### config.mk
export PLATFORM = sky130hd
export DESIGN_NAME = bds_sequencer
export DESIGN_NICKNAME = d
export VERILOG_FILES = /design/src/rtl/bds_pkg.sv /design/src/rtl/bds_sequencer.sv
export SDC_FILE = /design/constraint.sdc
export NUM_CORES = 1
export LEC_CHECK = 0
export ABC_AREA = 1
export BUFFER_PORTS_ARGS = -buffer_cell sky130_fd_sc_hd__buf_2
export CAP_MARGIN = 25
export CORE_MARGIN = 2
export CORE_UTILIZATION = 45
export DETAILED_ROUTE_END_ITERATION = 10
export PLACE_DENSITY = 0.69
export SLEW_MARGIN = 15
export SYNTH_ARGS = -nofsm -noshare
export SYNTH_HDL_FRONTEND = slang
export SYNTH_SLANG_ARGS = --single-unit
### constraint.sdc
create_clock -name clock -period 6.4 [get_ports clock]
set_input_delay 0.32 -clock clock [delete_from_list [all_inputs] [get_ports clock]]
set_output_delay 0.32 -clock clock [all_outputs]
set_load 0.02 [all_outputs]
### src/rtl/bds_pkg.sv
// Constants and types shared by the backlight dim and fade sequencer
package bds_pkg;

	// ==========================================================
	// Register map
	localparam logic [7:0] ADDR_DIM_DELAY  = 8'h07;
	localparam logic [7:0] ADDR_FADE_RATES = 8'h08;
	localparam logic [7:0] RESET_DIM_DELAY  = 8'h00;
	localparam logic [7:0] RESET_FADE_RATES = 8'h00;
	localparam logic [7:0] READ_NONE        = 8'h00;
	localparam int DIM_MSB     = 6;
	localparam int FADE_OUT_LSB = 4;
	localparam int FADE_OUT_MSB = 7;
	localparam int FADE_IN_MSB  = 3;

	// ==========================================================
	// Codes and levels
	localparam logic [6:0] DELAY_OFF  = 7'h00;
	localparam logic [6:0] LEVEL_ZERO = 7'h00;
	localparam logic [6:0] LEVEL_HALF = 7'h40;
	localparam logic [6:0] LEVEL_STEP = 7'h01;
	localparam logic [3:0] RATE_FAST  = 4'h0;
	localparam logic [1:0] LAW_LINEAR = 2'h0;
	localparam logic [1:0] LAW_SQUARE = 2'h1;
	localparam logic [1:0] LAW_CUBIC_LOW  = 2'h2;
	localparam logic [1:0] LAW_CUBIC_HIGH = 2'h3;

	// ==========================================================
	// Timing
	localparam int CLK_KHZ      = 50000;
	localparam int SECOND_MS    = 1000;
	localparam int RAMP_UNIT_MS = 100;
	// Full scale (30 mA) is DAC code 127
	localparam int FULL_SCALE   = 127;
	localparam int TICK_CYCLES_DEF = SECOND_MS * CLK_KHZ;
	localparam int STEP_BASE_DEF   = RAMP_UNIT_MS * CLK_KHZ / FULL_SCALE;

	// ==========================================================
	// Sequencer states, Gray along off, rise, max, fall, dim
	typedef enum logic [2:0] {
		BDS_OFF  = 3'h0,
		BDS_RISE = 3'h1,
		BDS_MAX  = 3'h3,
		BDS_FALL = 3'h2,
		BDS_DIM  = 3'h6
	} bds_state_type;

endpackage

### src/rtl/bds_sequencer.sv
// Backlight dim timeout and fade in/out sequencer with its two registers
//
// Summary of operation
// RULE_01: After a nonzero dim delay expires, backlight drops to the dim level.
// RULE_02: Dim delay counting starts when the backlight reaches maximum current.
// RULE_03: Seven-bit dim delay; zero disables, code N waits N seconds.
// RULE_04: Nonzero fade-out code ramps current down to dim or off at that rate.
// RULE_05: Fade-out code zero changes current quickly, within about 100 ms.
// RULE_06: Fade-out codes give 0.1 s, 0.3 s steps to 3.0 s, then 4.5-5.5 s.
// RULE_07: Fade-out times are full scale; smaller spans take proportionally less.
// RULE_08: Nonzero fade-in code ramps current up to maximum on turn-on.
// RULE_09: Fade-in code zero raises current quickly, within about 100 ms.
// RULE_10: Fade-in codes give 0.1, 0.3, 0.6, 0.9 s up to 5.5 s.
// RULE_11: Fade-in times are full scale; smaller spans finish proportionally sooner.
// RULE_12: With dim enabled, off delay starts after dim expiry, then backlight off.
// RULE_13: Two-bit law picks linear, square, or two nonlinear step-time profiles; the code steps square exactly as linear.
// RULE_14: Unprinted rate codes share one table: 3.5 s, 4.0 s, else fade-out.
// RULE_15: Delays use a one-second tick that restarts with the delay sequence.
`timescale 1ns/1ps
module bds_sequencer #(
	parameter int TICK_CYCLES = bds_pkg::TICK_CYCLES_DEF,
	parameter int STEP_BASE   = bds_pkg::STEP_BASE_DEF
) (
	// Clock and reset
	input  wire logic                 clock,
	input  wire logic                 rst,
	// Register port from the serial interface
	input  wire logic [7:0]           reg_addr,
	input  wire logic [7:0]           reg_wdata,
	input  wire logic                 reg_write,
	output logic      [7:0]           reg_rdata,
	// Backlight control from the rest of the device
	input  wire logic                 bl_on,
	input  wire logic [6:0]           max_level,
	input  wire logic [6:0]           dim_level,
	input  wire logic [6:0]           off_delay_code,
	input  wire logic [1:0]           law,
	// Backlight drive and status
	output logic      [6:0]           bl_level,
	output bds_pkg::bds_state_type    bl_state
);
	import bds_pkg::*;

	// ==========================================================
	// Rate table in tenths of a second, shared by both directions
	function automatic logic [5:0] rate_tenths(input logic [3:0] code);
		logic [5:0] t;
		t = 6'h01;
		case (code)
			4'h0: t = 6'h01;
			4'h1: t = 6'h03;
			4'h2: t = 6'h06;
			4'h3: t = 6'h09;
			4'h4: t = 6'h0C;
			4'h5: t = 6'h0F;
			4'h6: t = 6'h12;
			4'h7: t = 6'h15;
			4'h8: t = 6'h18;
			4'h9: t = 6'h1B;
			4'hA: t = 6'h1E;
			4'hB: t = 6'h23;
			4'hC: t = 6'h28;
			4'hD: t = 6'h2D;
			4'hE: t = 6'h32;
			default: t = 6'h37;
		endcase
		return t; // [RULE_06] [RULE_10] [RULE_14]
	endfunction

	// ==========================================================
	// Registers
	logic [6:0] dim_delay_code;
	logic [3:0] fade_out_rate;
	logic [3:0] fade_in_rate;
	logic [6:0] next_dim_delay_code;
	logic [3:0] next_fade_out_rate;
	logic [3:0] next_fade_in_rate;
	logic [7:0] next_reg_rdata;

	always_comb begin
		next_dim_delay_code = dim_delay_code;
		next_fade_out_rate  = fade_out_rate;
		next_fade_in_rate   = fade_in_rate;
		next_reg_rdata      = READ_NONE;
		if (reg_write && reg_addr == ADDR_DIM_DELAY) begin
			next_dim_delay_code = reg_wdata[DIM_MSB:0]; // [RULE_03]
		end else if (reg_write && reg_addr == ADDR_FADE_RATES) begin
			next_fade_out_rate = reg_wdata[FADE_OUT_MSB:FADE_OUT_LSB];
			next_fade_in_rate  = reg_wdata[FADE_IN_MSB:0];
		end
		// Reserved top bit of the dim register reads zero
		if (reg_addr == ADDR_DIM_DELAY) begin
			next_reg_rdata = {1'b0, dim_delay_code};
		end else if (reg_addr == ADDR_FADE_RATES) begin
			next_reg_rdata = {fade_out_rate, fade_in_rate};
		end
	end

	always_ff @(posedge clock) begin
		if (rst) begin
			dim_delay_code <= RESET_DIM_DELAY[DIM_MSB:0];
			fade_out_rate  <= RESET_FADE_RATES[FADE_OUT_MSB:FADE_OUT_LSB];
			fade_in_rate   <= RESET_FADE_RATES[FADE_IN_MSB:0];
			reg_rdata      <= READ_NONE;
		end else begin
			dim_delay_code <= next_dim_delay_code;
			fade_out_rate  <= next_fade_out_rate;
			fade_in_rate   <= next_fade_in_rate;
			reg_rdata      <= next_reg_rdata;
		end
	end

	// ==========================================================
	// Step period: one DAC code per period, so a shorter span is
	// automatically a shorter fade
	logic [3:0]  rate_sel;
	logic [23:0] step_limit;
	logic        slow_half;

	always_comb begin
		rate_sel = (bl_state == BDS_FALL) ? fade_out_rate : fade_in_rate;
		step_limit = 24'(rate_tenths(rate_sel)) * 24'(STEP_BASE); // [RULE_07] [RULE_11]
		// Nonlinear profiles linger twice as long in one half of the range
		slow_half = (law == LAW_CUBIC_LOW  && bl_level <  LEVEL_HALF) ||
		            (law == LAW_CUBIC_HIGH && bl_level >= LEVEL_HALF);
		if (slow_half) begin
			step_limit = step_limit << 1; // [RULE_13]
		end
	end

	// ==========================================================
	// Sequencer
	logic [23:0] step_cnt;
	logic [25:0] tick_cnt;
	logic [6:0]  sec_cnt;
	logic [6:0]  target;
	logic        off_phase;
	logic        bl_on_q;
	bds_state_type next_bl_state;
	logic [6:0]  next_bl_level;
	logic [23:0] next_step_cnt;
	logic [25:0] next_tick_cnt;
	logic [6:0]  next_sec_cnt;
	logic [6:0]  next_target;
	logic        next_off_phase;
	logic        step_due;
	logic        dim_due;
	logic        off_due;

	always_comb begin
		next_bl_state  = bl_state;
		next_bl_level  = bl_level;
		next_step_cnt  = step_cnt + 24'h000001;
		next_tick_cnt  = 26'h0000000;
		next_sec_cnt   = 7'h00;
		next_target    = target;
		next_off_phase = off_phase;
		step_due = (step_cnt >= step_limit - 24'h000001);
		dim_due  = !off_phase && dim_delay_code != DELAY_OFF &&
		           sec_cnt == dim_delay_code; // [RULE_01] [RULE_03]
		off_due  = off_phase && off_delay_code != DELAY_OFF &&
		           sec_cnt == off_delay_code;
		if (step_due) begin
			next_step_cnt = 24'h000000;
		end
		// One-second tick runs only in the max and dim states, even with no delay set
		if (bl_state == BDS_MAX || bl_state == BDS_DIM) begin
			next_tick_cnt = tick_cnt + 26'h0000001;
			next_sec_cnt  = sec_cnt;
			if (tick_cnt == 26'(TICK_CYCLES - 1)) begin
				next_tick_cnt = 26'h0000000;
				next_sec_cnt  = sec_cnt + 7'h01; // [RULE_15]
			end
		end
		case (bl_state)
			BDS_OFF: begin
				next_step_cnt = 24'h000000;
				if (bl_on && !bl_on_q) begin
					next_bl_state = BDS_RISE;
				end
			end
			BDS_RISE: begin
				if (bl_level == max_level) begin
					next_bl_state  = BDS_MAX; // [RULE_02]
					next_off_phase = (dim_delay_code == DELAY_OFF);
				end else if (step_due && bl_level < max_level) begin
					next_bl_level = bl_level + LEVEL_STEP; // [RULE_08] [RULE_09]
				end else if (step_due) begin
					next_bl_level = bl_level - LEVEL_STEP;
				end
			end
			BDS_MAX: begin
				if (bl_level != max_level) begin
					next_bl_state = BDS_RISE;
				end else if (dim_due) begin
					next_bl_state  = BDS_FALL;
					next_target    = dim_level;
					next_off_phase = 1'b1; // [RULE_12]
				end else if (off_due) begin
					next_bl_state = BDS_FALL;
					next_target   = LEVEL_ZERO;
				end
			end
			BDS_FALL: begin
				if (bl_level == target) begin
					next_bl_state = (target == LEVEL_ZERO) ? BDS_OFF : BDS_DIM;
				end else if (step_due && bl_level > target) begin
					next_bl_level = bl_level - LEVEL_STEP; // [RULE_04] [RULE_05]
				end else if (step_due) begin
					next_bl_level = bl_level + LEVEL_STEP;
				end
			end
			BDS_DIM: begin
				if (off_due) begin
					next_bl_state = BDS_FALL; // [RULE_12]
					next_target   = LEVEL_ZERO;
				end
			end
			default: next_bl_state = BDS_OFF;
		endcase
		// Turn-off and turn-on override any pending delay; a fade that
		// has just reached zero must still be allowed to settle in off
		if (!bl_on && bl_state != BDS_OFF && next_bl_state != BDS_OFF) begin
			next_bl_state = BDS_FALL;
			next_target   = LEVEL_ZERO;
		end else if (bl_on && !bl_on_q && bl_state != BDS_OFF) begin
			next_bl_state = BDS_RISE; // [RULE_15]
		end
		// Any state change restarts the step period and the delay count
		if (next_bl_state != bl_state) begin
			next_step_cnt = 24'h000000;
			next_tick_cnt = 26'h0000000; // [RULE_15]
			next_sec_cnt  = 7'h00;
		end
	end

	always_ff @(posedge clock) begin
		if (rst) begin
			bl_state  <= BDS_OFF;
			bl_level  <= LEVEL_ZERO;
			step_cnt  <= 24'h000000;
			tick_cnt  <= 26'h0000000;
			sec_cnt   <= 7'h00;
			target    <= LEVEL_ZERO;
			off_phase <= 1'b0;
			bl_on_q   <= 1'b0;
		end else begin
			bl_state  <= next_bl_state;
			bl_level  <= next_bl_level;
			step_cnt  <= next_step_cnt;
			tick_cnt  <= next_tick_cnt;
			sec_cnt   <= next_sec_cnt;
			target    <= next_target;
			off_phase <= next_off_phase;
			bl_on_q   <= bl_on;
		end
	end
endmodule

==> reports/metrics.cfg, run 1 <==
[placement]
dp_cells = 1680
port_buffers = 60
hpwl_um = 17170
gp_congestion = 0.8979

[cts]
clock_path_buffers = 2
clkTransAtPathRegs_ns = 0.08
cts_htree_levels = 3
insertion_delay_ns = 0.36
cts_sinks = 99
cts_tree = yes
cts-root-buf = clkbuf_16
cts_buffers = 9

[setup_path]
reg2reg_setup_slack_ns = 0.09
required_ns = 6.65
critPathTopFamily = simple AND/OR/NAND/NOR gates
worst-path-buf-inv = 7
critPathLaunchType = register
path_max_fanout = 8
rr_startpoint = bl_state[2]
startpoint = bl_state[2]
crit_type = reg2reg
timing.critical_path.depth = 39
cp.arrival_ns = 6.56
cpMaxStageDelayCell = fa_1
critPathMaxStageDelay_ns = 0.52
reg2reg_depth = 39
crit_end = bl_level[1]
cp-end-kind = register
crit_top_cell = nand2_2
r2r-end = bl_level[1]

[final_layout]
drive_above_1_share_pct = 26.52
syn2layout_area_growth_pct = 27.65
fillers = 1729
finalNetCount = 1589
multi_input_area_mm2 = 0.006743
layoutNonFillerInstCount = 1712
antenna_cells = 0
regArea_mm2 = 0.001984

[synth]
synth_commonest_cells = nand2_1 (268), inv_1 (187), nor2_1 (179)
async_reset_ff_share_pct = 0
syn_inst = 1311
syn_avg_cell_area_um2 = 6.652
synth_nets = 1453
synth_top_area_share_pct = 22.73
synth_edf_count = 0
ys_seq_area_share_pct = 22.73
ys.flop_type = dfxtp_1
ys_types = 54
synth_area_mm2 = 0.008721
synth_top_area_cell = dfxtp_1
ys_ff_latch = 99
yosysMostFrequentCell = nand2_1
yosys_warnings = 0
synth.area.top_cells = dfxtp_1 (23%), ha_1 (13%), nand2_1 (12%)

[timing]
rsz0062_at_grt = true
setup_viol = 0
min_period_ns = 6.309
fin_crit_sh_pct = 98.58
worst_pin_slew_ns = 0.8906
drv_slew = 0
slew_headroom_pct = 40.63
fmax_mhz = 158.5
hold_violations = 0
clock_skew_ns = 0.008742

[floorplanning]
die_y_um = 143.2
initial_core_util_pct = 46.31
fp.coreArea_mm2 = 0.01883
die_x_um = 143.2
rows = 50
ios = 61
die_area_mm2 = 0.02051

[grt]
use_met2_pct = 37.32
first_global_vias = 8126
antenna_found_initial = 2
use_met1_pct = 27.90
grt.busiest_layer = met2
grt_pass1_wl_um = 36670
grt_max_degree = 36
grt-ovfl-total = 0
grt_use_total_pct = 21.71
grtUsageMet3_pct = 3.789

[routing]
routed_wl_um = 22590
wl_per_cell_um = 13.20
route.detailed.drc = 0
viasPerCell = 5.092
postRouteAntennaNets = 0
firstDrtPassIters = 6
drt_iter0_drc = 360
num_vias = 8718

[power]
cellPowerDensity_mw_per_mm2 = 146.9
power.total_w = 0.001635
irDropWorstVdd_mv = 0.1408
static-leakage-power_nw = 4.990

[min_path]
hp-class = in2reg
hold_depth = 3

[outcome]
outcome = finished clean

[flow_run]
max_cap_violations = 0

sequential cells by signal, summed over array words and instances (netlist names):
register	count
tick_cnt	26
step_cnt	24
reg_rdata	8
bl_level	7
dim_delay_code	7
sec_cnt	7
target	7
fade_in_rate	4
fade_out_rate	4
bl_state	3
bl_on_q	1
off_phase	1
power breakdown:
group          total, W  internal, W  switching [W]  leakage (nW)
Combinational  0.000449     0.000185       0.000264          4.04
Sequential     0.000620     0.000618     0.00000238         0.799
Clock          0.000566     0.000284       0.000282         0.153
Total           0.00163      0.00109       0.000548          4.99
worst min-delay path, cell delays in order:
cell    delay [ns]
buf_2         0.07
inv_1         0.05
nor2_1        0.08
routing by layer:
metal	part of all wire, %	vias up
met5	0.049	-
met2	48	151
li1	-	4526
met4	2.1	2
met1	45	4006
met3	4.7	33
per-stage QoR:
stage	util, %	hold slack [ns]	setup TNS (ns)	cell area [um^2]	worst slack, ns
floorplan	-	0.4179	0	8743	0.05039
global route	59.12	0.2246	-6.851	11130	-0.2627
CTS	55.25	0.2072	0	10400	0.004510
global placement	52.07	0.4329	-1.842	9806	-0.2071
finish	59.12	0.2102	0	11130	0.09068
detailed placement	52.07	0.4384	-4.480	9806	-0.3136
final cells by class:
type                       count  share of cell area (%)
tap                          260                   2.922
timing repair buffer         145                   9.205
inverter                     196                   6.654
multi-input combinational    996                   60.57
clock buffer                   9                   2.023
clock inverter                 7                  0.7980
sequential                    99                   17.83
how the worst min path moves through the flow:
stage                 startpoint     endpoint  slack [ns]
global route        dim_level[2]    target[2]        0.22
global placement     tick_cnt[0]  tick_cnt[0]        0.43
CTS                 dim_level[0]    target[0]        0.21
floorplan            tick_cnt[0]  tick_cnt[0]        0.42
finish                     bl_on      bl_on_q        0.21
detailed placement   tick_cnt[0]  tick_cnt[0]        0.44
placed cells by master (no fill, tap or decap), drive strengths merged:
cell	netlist	routed
nor3	27	27
ha	88	88
nand2	283	283
o2111ai	1	1
o211ai	3	3
fa	11	11
o21a	5	5
o31ai	1	1
buf	11	145
and2	2	2
o21ai	37	37
xnor2	20	20
or2	5	5
a2111oi	1	1
a211oi	8	8
nor2	192	192
clkinv	0	3
o221ai	1	1
nand3b	9	9
clkbuf	9	9
a21o	2	2
o221a	1	1
or3	1	1
nand4	29	29
a31oi	3	3
nor4	9	9
a21oi	65	65
o21bai	1	1
xor2	61	61
nand3	119	119
nor3b	1	1
o22ai	1	1
and3	1	1
dfxtp	99	99
a22oi	8	8
inv	196	200
kinds of logic (layout without fill, tap and decap cells):
group	Yosys count	after routing	share of synthesized area [%]
AOI/OAI and AO/OA	138	138	9.125
and+or+nand+nor	678	678	35.25
adders and majority gates	99	99	15.15
xor gates and xnor gates	81	81	8.221
buffers and inverters	216	357	9.526
DFF	99	99	22.73
what timing repair did:
action | 4_1_cts | 5_1_grt
resized for setup | 58 | 165
setup buffers | 3 | 12
pin swaps | 22 | 84
cloned | 2 | 0
endpoints found under the setup margin | 31 | 31
hold buffers | 0 | 0
Power figures use the tool's default switching activity.
==> run 2, diff against run 1 <==
--- a/config.mk
+++ b/config.mk
@@ -5,7 +5,6 @@
 export SDC_FILE = /design/constraint.sdc
 export NUM_CORES = 1
 export LEC_CHECK = 0
-export ABC_AREA = 1
 export BUFFER_PORTS_ARGS = -buffer_cell sky130_fd_sc_hd__buf_2
 export CAP_MARGIN = 25
 export CORE_MARGIN = 2
==> run 2 against run 1 <==
Against the previous run: the flow now finishes with violations (setup timing); sequential cell count did not move; synthesized cell count fell by 23%; non-clock buffer count rose by 73; worst setup slack got worse by 1.6 ns; largest power group unchanged; highest routed layer is now met4; maximum frequency fell by 20%; largest cell class unchanged; worst hold slack got worse by 0.011 ns.
==> reports/metrics.cfg, run 2 <==
[outcome]
outcome = finished with violations
violations = setup timing

[synth]
syn_avg_cell_area_um2 = 7.986
synth.area.top_cells = dfxtp_1 (25%), ha_1 (14%), nor2_1 (6.8%)
ys_seq_area_share_pct = 24.62
synth_area_mm2 = 0.008050
synth_top_area_cell = dfxtp_1
synth_top_area_share_pct = 24.62
ys.flop_type = dfxtp_1
synth_edf_count = 0
yosys_warnings = 0
syn_inst = 1008
async_reset_ff_share_pct = 0
ys_types = 72
yosysMostFrequentCell = nor2_1
synth_commonest_cells = nor2_1 (146), dfxtp_1 (99), ha_1 (88)
ys_ff_latch = 99
synth_nets = 1150

[min_path]
holdPathEnd = target[0]
hp-start = dim_level[0]
hp-class = in2reg
hold_depth = 3

[setup_path]
path_max_fanout = 6
critPathLaunchType = register
reg2reg_depth = 33
crit_type = reg2reg
worst-path-buf-inv = 6
crit_top_cell = buf_4
critPathTopFamily = simple AND/OR/NAND/NOR gates
cp.arrival_ns = 8.13
required_ns = 6.65
critPathMaxStageDelay_ns = 0.51
cp-end-kind = register
rr_startpoint = bl_state[1]
r2r-end = bl_level[6]
reg2reg_setup_slack_ns = -1.49
cpMaxStageDelayCell = fa_1

[cts]
cts-root-buf = clkbuf_16
cts_tree = yes
hold_buffers = 0
insertion_delay_ns = 0.36
cts_buffers = 9
clock_path_buffers = 2
cts_htree_levels = 3
clkTransAtPathRegs_ns = 0.07
cts_sinks = 99

[routing]
num_vias = 7704
viasPerCell = 5.380
firstDrtPassIters = 5
route.detailed.drc = 0
postRouteAntennaNets = 0
routed_wl_um = 20260
wl_per_cell_um = 14.15
drt_iter0_drc = 463

[final_layout]
drive_above_1_share_pct = 27.26
final_cell_mix = buf_4 (150), nor2_1 (125), dfxtp_1 (96)
fin_area_mm2 = 0.01048
largest-register = tick_cnt
final_common_cell = buf_4
largest_reg_flops = 26
finalNetCount = 1345
largest_registers = tick_cnt x26, step_cnt x24, reg_rdata x8
antenna_cells = 0
post-route-util_pct = 60.19
syn2layout_area_growth_pct = 30.22

[timing]
fmax_mhz = 126.8
min_period_ns = 7.887
setup_viol = 31
clock_skew_ns = 0.01218
final.setup.worst_slack_ns = -1.487
slew_headroom_pct = 52.12
hold_violations = 0
fin_crit_sh_pct = 123.2
drv_slew = 0
worst_pin_slew_ns = 0.7181
rsz0062_at_grt = true
whs_ns = 0.1989

[floorplanning]
initial_core_util_pct = 46.22
fp.coreArea_mm2 = 0.01742
die_y_um = 137.8
die_area_mm2 = 0.01898
die_x_um = 137.8
ios = 61
rows = 48

[grt]
grt-ovfl-total = 0
grt_max_degree = 40
antenna_found_initial = 0
grt_pass1_wl_um = 32920
first_global_vias = 7172
grt_use_total_pct = 21.38

[power]
static-leakage-power_nw = 4.392
irDropWorstVdd_mv = 0.1548
cellPowerDensity_mw_per_mm2 = 124.7

[placement]
gp_congestion = 0.8727
dpl_cell_area_mm2 = 0.009781
hpwl_um = 15680
pre_cts_ws_ns = -1.643
port_buffers = 60

[flow_run]
max_cap_violations = 0

[run 2: changes by cell type after synthesis, moves of 15 or more]
cell and delta:
nand3_1 -68, a21oi_1 -15, nand2_1 -193, and3_1 +17, clkbuf_1 +20, xnor2_1 +25, nor2_1 -33, inv_1 -128
mux2i_1 +15
[run 2: kinds of logic after synthesis]
| kind of cell | after synthesis | synth area share, % |
|---|---|---|
| flip-flops | 99 | 24.62 |
| AND/OR/NAND/NOR | 413 | 24.99 |
| buffers and inverters | 93 | 4.538 |
| XOR/XNOR | 96 | 10.44 |
| adder cells (fa/ha/maj) | 99 | 16.41 |
| AO/OA/AOI/OAI | 184 | 15.67 |
| multiplexers | 24 | 3.326 |
[run 2: where the power goes]
| part | switching [W] | internal (W) |
|---|---|---|
| Clock | 0.000249 | 0.000314 |
| Sequential | 0.00000231 | 0.000618 |
| Combinational | 0.0000704 | 0.0000540 |
| Total | 0.000321 | 0.000986 |
[run 2: how the worst max path moves through the flow]
stage | from | end | slack, ns | depth (start not counted)
final | bl_state[1] | bl_level[6] | -1.49 | 33
after global routing | bl_state[2] | bl_level[6] | -1.87 | 35
after CTS | bl_state[2] | bl_level[6] | -1.49 | 36
after detailed placement | bl_state[2] | bl_level[5] | -1.64 | 34
after global placement | bl_state[2] | bl_level[6] | -1.38 | 33
after floorplan | bl_state[0] | bl_level[6] | -1.54 | 37
[run 2: through the flow]
stage	setup TNS (ns)	total power, W	instances
floorplan	-31.28	0.0007059	1008
finish	-35.82	0.001307	1432
CTS	-34.43	0.001303	1425
global placement	-27.11	0.0007411	1397
global route	-46.24	0.001350	1432
detailed placement	-35.13	0.0007427	1398
[run 2: timing repair]
item | CTS | global route
endpoints found under the setup margin | 31 | 31
gates resized for setup | 12 | 42
setup buffers | 11 | 3
cloned | 1 | 3
pin swaps | 4 | 8
[run 2: tightest hold or removal path: cells and delay by family]
family	cells	cell delay (ns)
buffers and inverters	1	0.08
and+or+nand+nor	1	0.07
AOI/OAI and AO/OA	1	0.05
[run 2: cell type report]
class                      count  area, um^2
fill                        1580        6934
multi-input combinational    816        6141
sequential                    99        1988
timing repair buffer         218        1546
tap                          225       281.5
clock buffer                  10       239.0
inverter                      59       224.0
clock inverter                 5       62.56
[run 2: per-layer routing]
metal  share of wire (%)  vias up  track usage, %
met5                   0        -               0
met4                 1.4        0           5.215
li1                    -     3982               -
met2                  48      128           37.34
met3                 2.9       27           3.458
met1                  47     3567           27.51
==> run 3, diff against run 2 <==
--- a/config.mk
+++ b/config.mk
@@ -8,9 +8,9 @@
 export BUFFER_PORTS_ARGS = -buffer_cell sky130_fd_sc_hd__buf_2
 export CAP_MARGIN = 25
 export CORE_MARGIN = 2
-export CORE_UTILIZATION = 45
+export CORE_UTILIZATION = 55
 export DETAILED_ROUTE_END_ITERATION = 10
-export PLACE_DENSITY = 0.69
+export PLACE_DENSITY = 0.78
 export SLEW_MARGIN = 15
 export SYNTH_ARGS = -nofsm -noshare
 export SYNTH_HDL_FRONTEND = slang
==> constraint.sdc (replaced) <==
create_clock -name clock -period 7.5 [get_ports clock]
set_input_delay 0.375 -clock clock [delete_from_list [all_inputs] [get_ports clock]]
set_output_delay 0.375 -clock clock [all_outputs]
set_load 0.02 [all_outputs]
==> run 3 against run 2 <==
Against the previous run: the run still ends with setup timing left; clock-buffer cell count shrank 1; final area fell by 2.5%; global-route usage increased by 5.3 points; maximum frequency is 2.3% lower; via count up 3.1%; combinational power shrank 16%; non-clock buffer count decreased by 21; sequential power decreased by 15%; worst setup slack gained 0.91 ns; register-to-register slack better by 0.91 ns; highest routed layer unchanged.
==> reports/metrics.cfg, run 3 (synthesis results as in run 2) <==
[outcome]
outcome = finished with violations
violations = setup timing

[setup_path]
cp.arrival_ns = 8.32
crit_top_cell = ha_1
worst-path-buf-inv = 6
reg2reg_depth = 34
critPathTopFamily = simple AND/OR/NAND/NOR gates
critPathMaxStageDelay_ns = 0.55
path_max_fanout = 6
crit_type = reg2reg
critPathLaunchType = register
timing.critical_path.depth = 34
required_ns = 7.75
cpMaxStageDelayCell = fa_1
cp-end-kind = register
rr_startpoint = bl_state[0]
startpoint = bl_state[0]

[timing]
drv_slew = 0
rsz0062_at_grt = true
min_period_ns = 8.075
clock_skew_ns = 0.01025
final.setup.worst_slack_ns = -0.5754
fin_crit_sh_pct = 107.7
fmax_mhz = 123.8
setup_viol = 31
slew_headroom_pct = 37.49
hold_violations = 0
worst_pin_slew_ns = 0.9341

[routing]
drt_iter0_drc = 425
wl_per_cell_um = 15.67
routed_wl_um = 21490
firstDrtPassIters = 7
viasPerCell = 5.793
route.detailed.drc = 0
num_vias = 7942
postRouteAntennaNets = 0

[cts]
cts_sinks = 99
cts_htree_levels = 3
clock_path_buffers = 2
cts_buffers = 9
hold_buffers = 0
cts_tree = yes
cts-root-buf = clkbuf_16
clkTransAtPathRegs_ns = 0.08
insertion_delay_ns = 0.36

[final_layout]
regArea_mm2 = 0.001988
multi_input_area_mm2 = 0.006070
largest_registers = tick_cnt x26, step_cnt x24, reg_rdata x8
post-route-util_pct = 70.87
antenna_cells = 0
final_cell_mix = nor2_1 (144), buf_4 (129), dfxtp_1 (96)
finalNetCount = 1324
final_common_cell = nor2_1
largest_reg_flops = 26
fillers = 1111
syn2layout_area_growth_pct = 26.98
largest-register = tick_cnt
layoutNonFillerInstCount = 1371
drive_above_1_share_pct = 24.77

[power]
irDropWorstVdd_mv = 0.1213
static-leakage-power_nw = 4.317
cellPowerDensity_mw_per_mm2 = 114.0

[min_path]
hp-start = dim_level[5]
hold_depth = 3
hp-class = in2reg

[floorplanning]
fp.coreArea_mm2 = 0.01442
initial_core_util_pct = 55.81
die_y_um = 125.0
die_x_um = 125.0
ios = 61
die_area_mm2 = 0.01562
rows = 44

[placement]
pre_cts_ws_ns = -0.4906
port_buffers = 60
hpwl_um = 15840
gp_congestion = 0.9088
dp_cells = 1330

[grt]
grt-ovfl-total = 0
grt_pass1_wl_um = 35120
antenna_found_initial = 0
first_global_vias = 7583
grt_max_degree = 40
grt_use_total_pct = 26.71

[flow_run]
max_cap_violations = 0

-- run 3: changes by cell type in the layout (fill, tap and decap cells not counted), sizes merged --
cell,change
buf,-21
bufinv,+1
clkbuf,-1
clkinvlp,-2
inv,+3
-- run 3: through the flow --
step | setup TNS (ns) | hold WS (ns) | total power [W] | instance area [um^2]
after floorplan | -2.080 | 0.4179 | 0.0006006 | 8292
after global placement | -1.231 | 0.4321 | 0.0006309 | 9518
after detailed placement | -2.822 | 0.4439 | 0.0006331 | 9518
after CTS | -2.100 | 0.2423 | 0.001164 | 10040
after global routing | -18.16 | 0.2725 | 0.001204 | 10220
final | -9.418 | 0.2533 | 0.001166 | 10220
-- run 3: worst register-to-register path, delay by kind of cell (launching register included) --
kind                     cells  cell delay [ns]
AND/OR/NAND/NOR             10             2.48
adder cells (fa/ha/maj)      6             1.92
AO/OA/AOI/OAI                9             1.67
multiplexers                 3             0.80
buffers and inverters        6             0.73
flip-flops                   1             0.37
-- run 3: final timing paths --
path / slack [ns] / end
worst max-delay path: -0.58 / bl_level[5]
worst min-delay path: 0.25 / target[5]
worst max register to register: -0.58 / bl_level[5]
worst min register to register: 0.45 / tick_cnt[0]
-- run 3: final cells by class --
cell class / instances / area share, %
clock inverters: 7 / 1.138
repair buffers: 197 / 13.39
inverters: 59 / 2.191
flip-flops and latches: 99 / 19.45
well taps: 184 / 2.252
clock buffers: 9 / 2.203
multi-input cells: 816 / 59.38
-- run 3: power by group --
part           internal (W)  switching (W)
Combinational     0.0000456      0.0000587
Clock              0.000303       0.000229
Sequential         0.000527     0.00000273
Total              0.000875       0.000290
-- run 3: metal layers --
metal	vias up	global-route usage, %	part of all wire (%)
met5	-	0	0
met4	0	9.412	2.3
met3	42	3.894	3.9
met2	204	49.07	52
met1	3756	31.68	42
li1	3940	-	-
-- run 3: what timing repair did --
item	4_1_cts	5_1_grt
gates cloned	1	1
gates resized for setup	16	21
setup endpoints to repair	7	31
pin swaps	18	16
buffers inserted	16	7
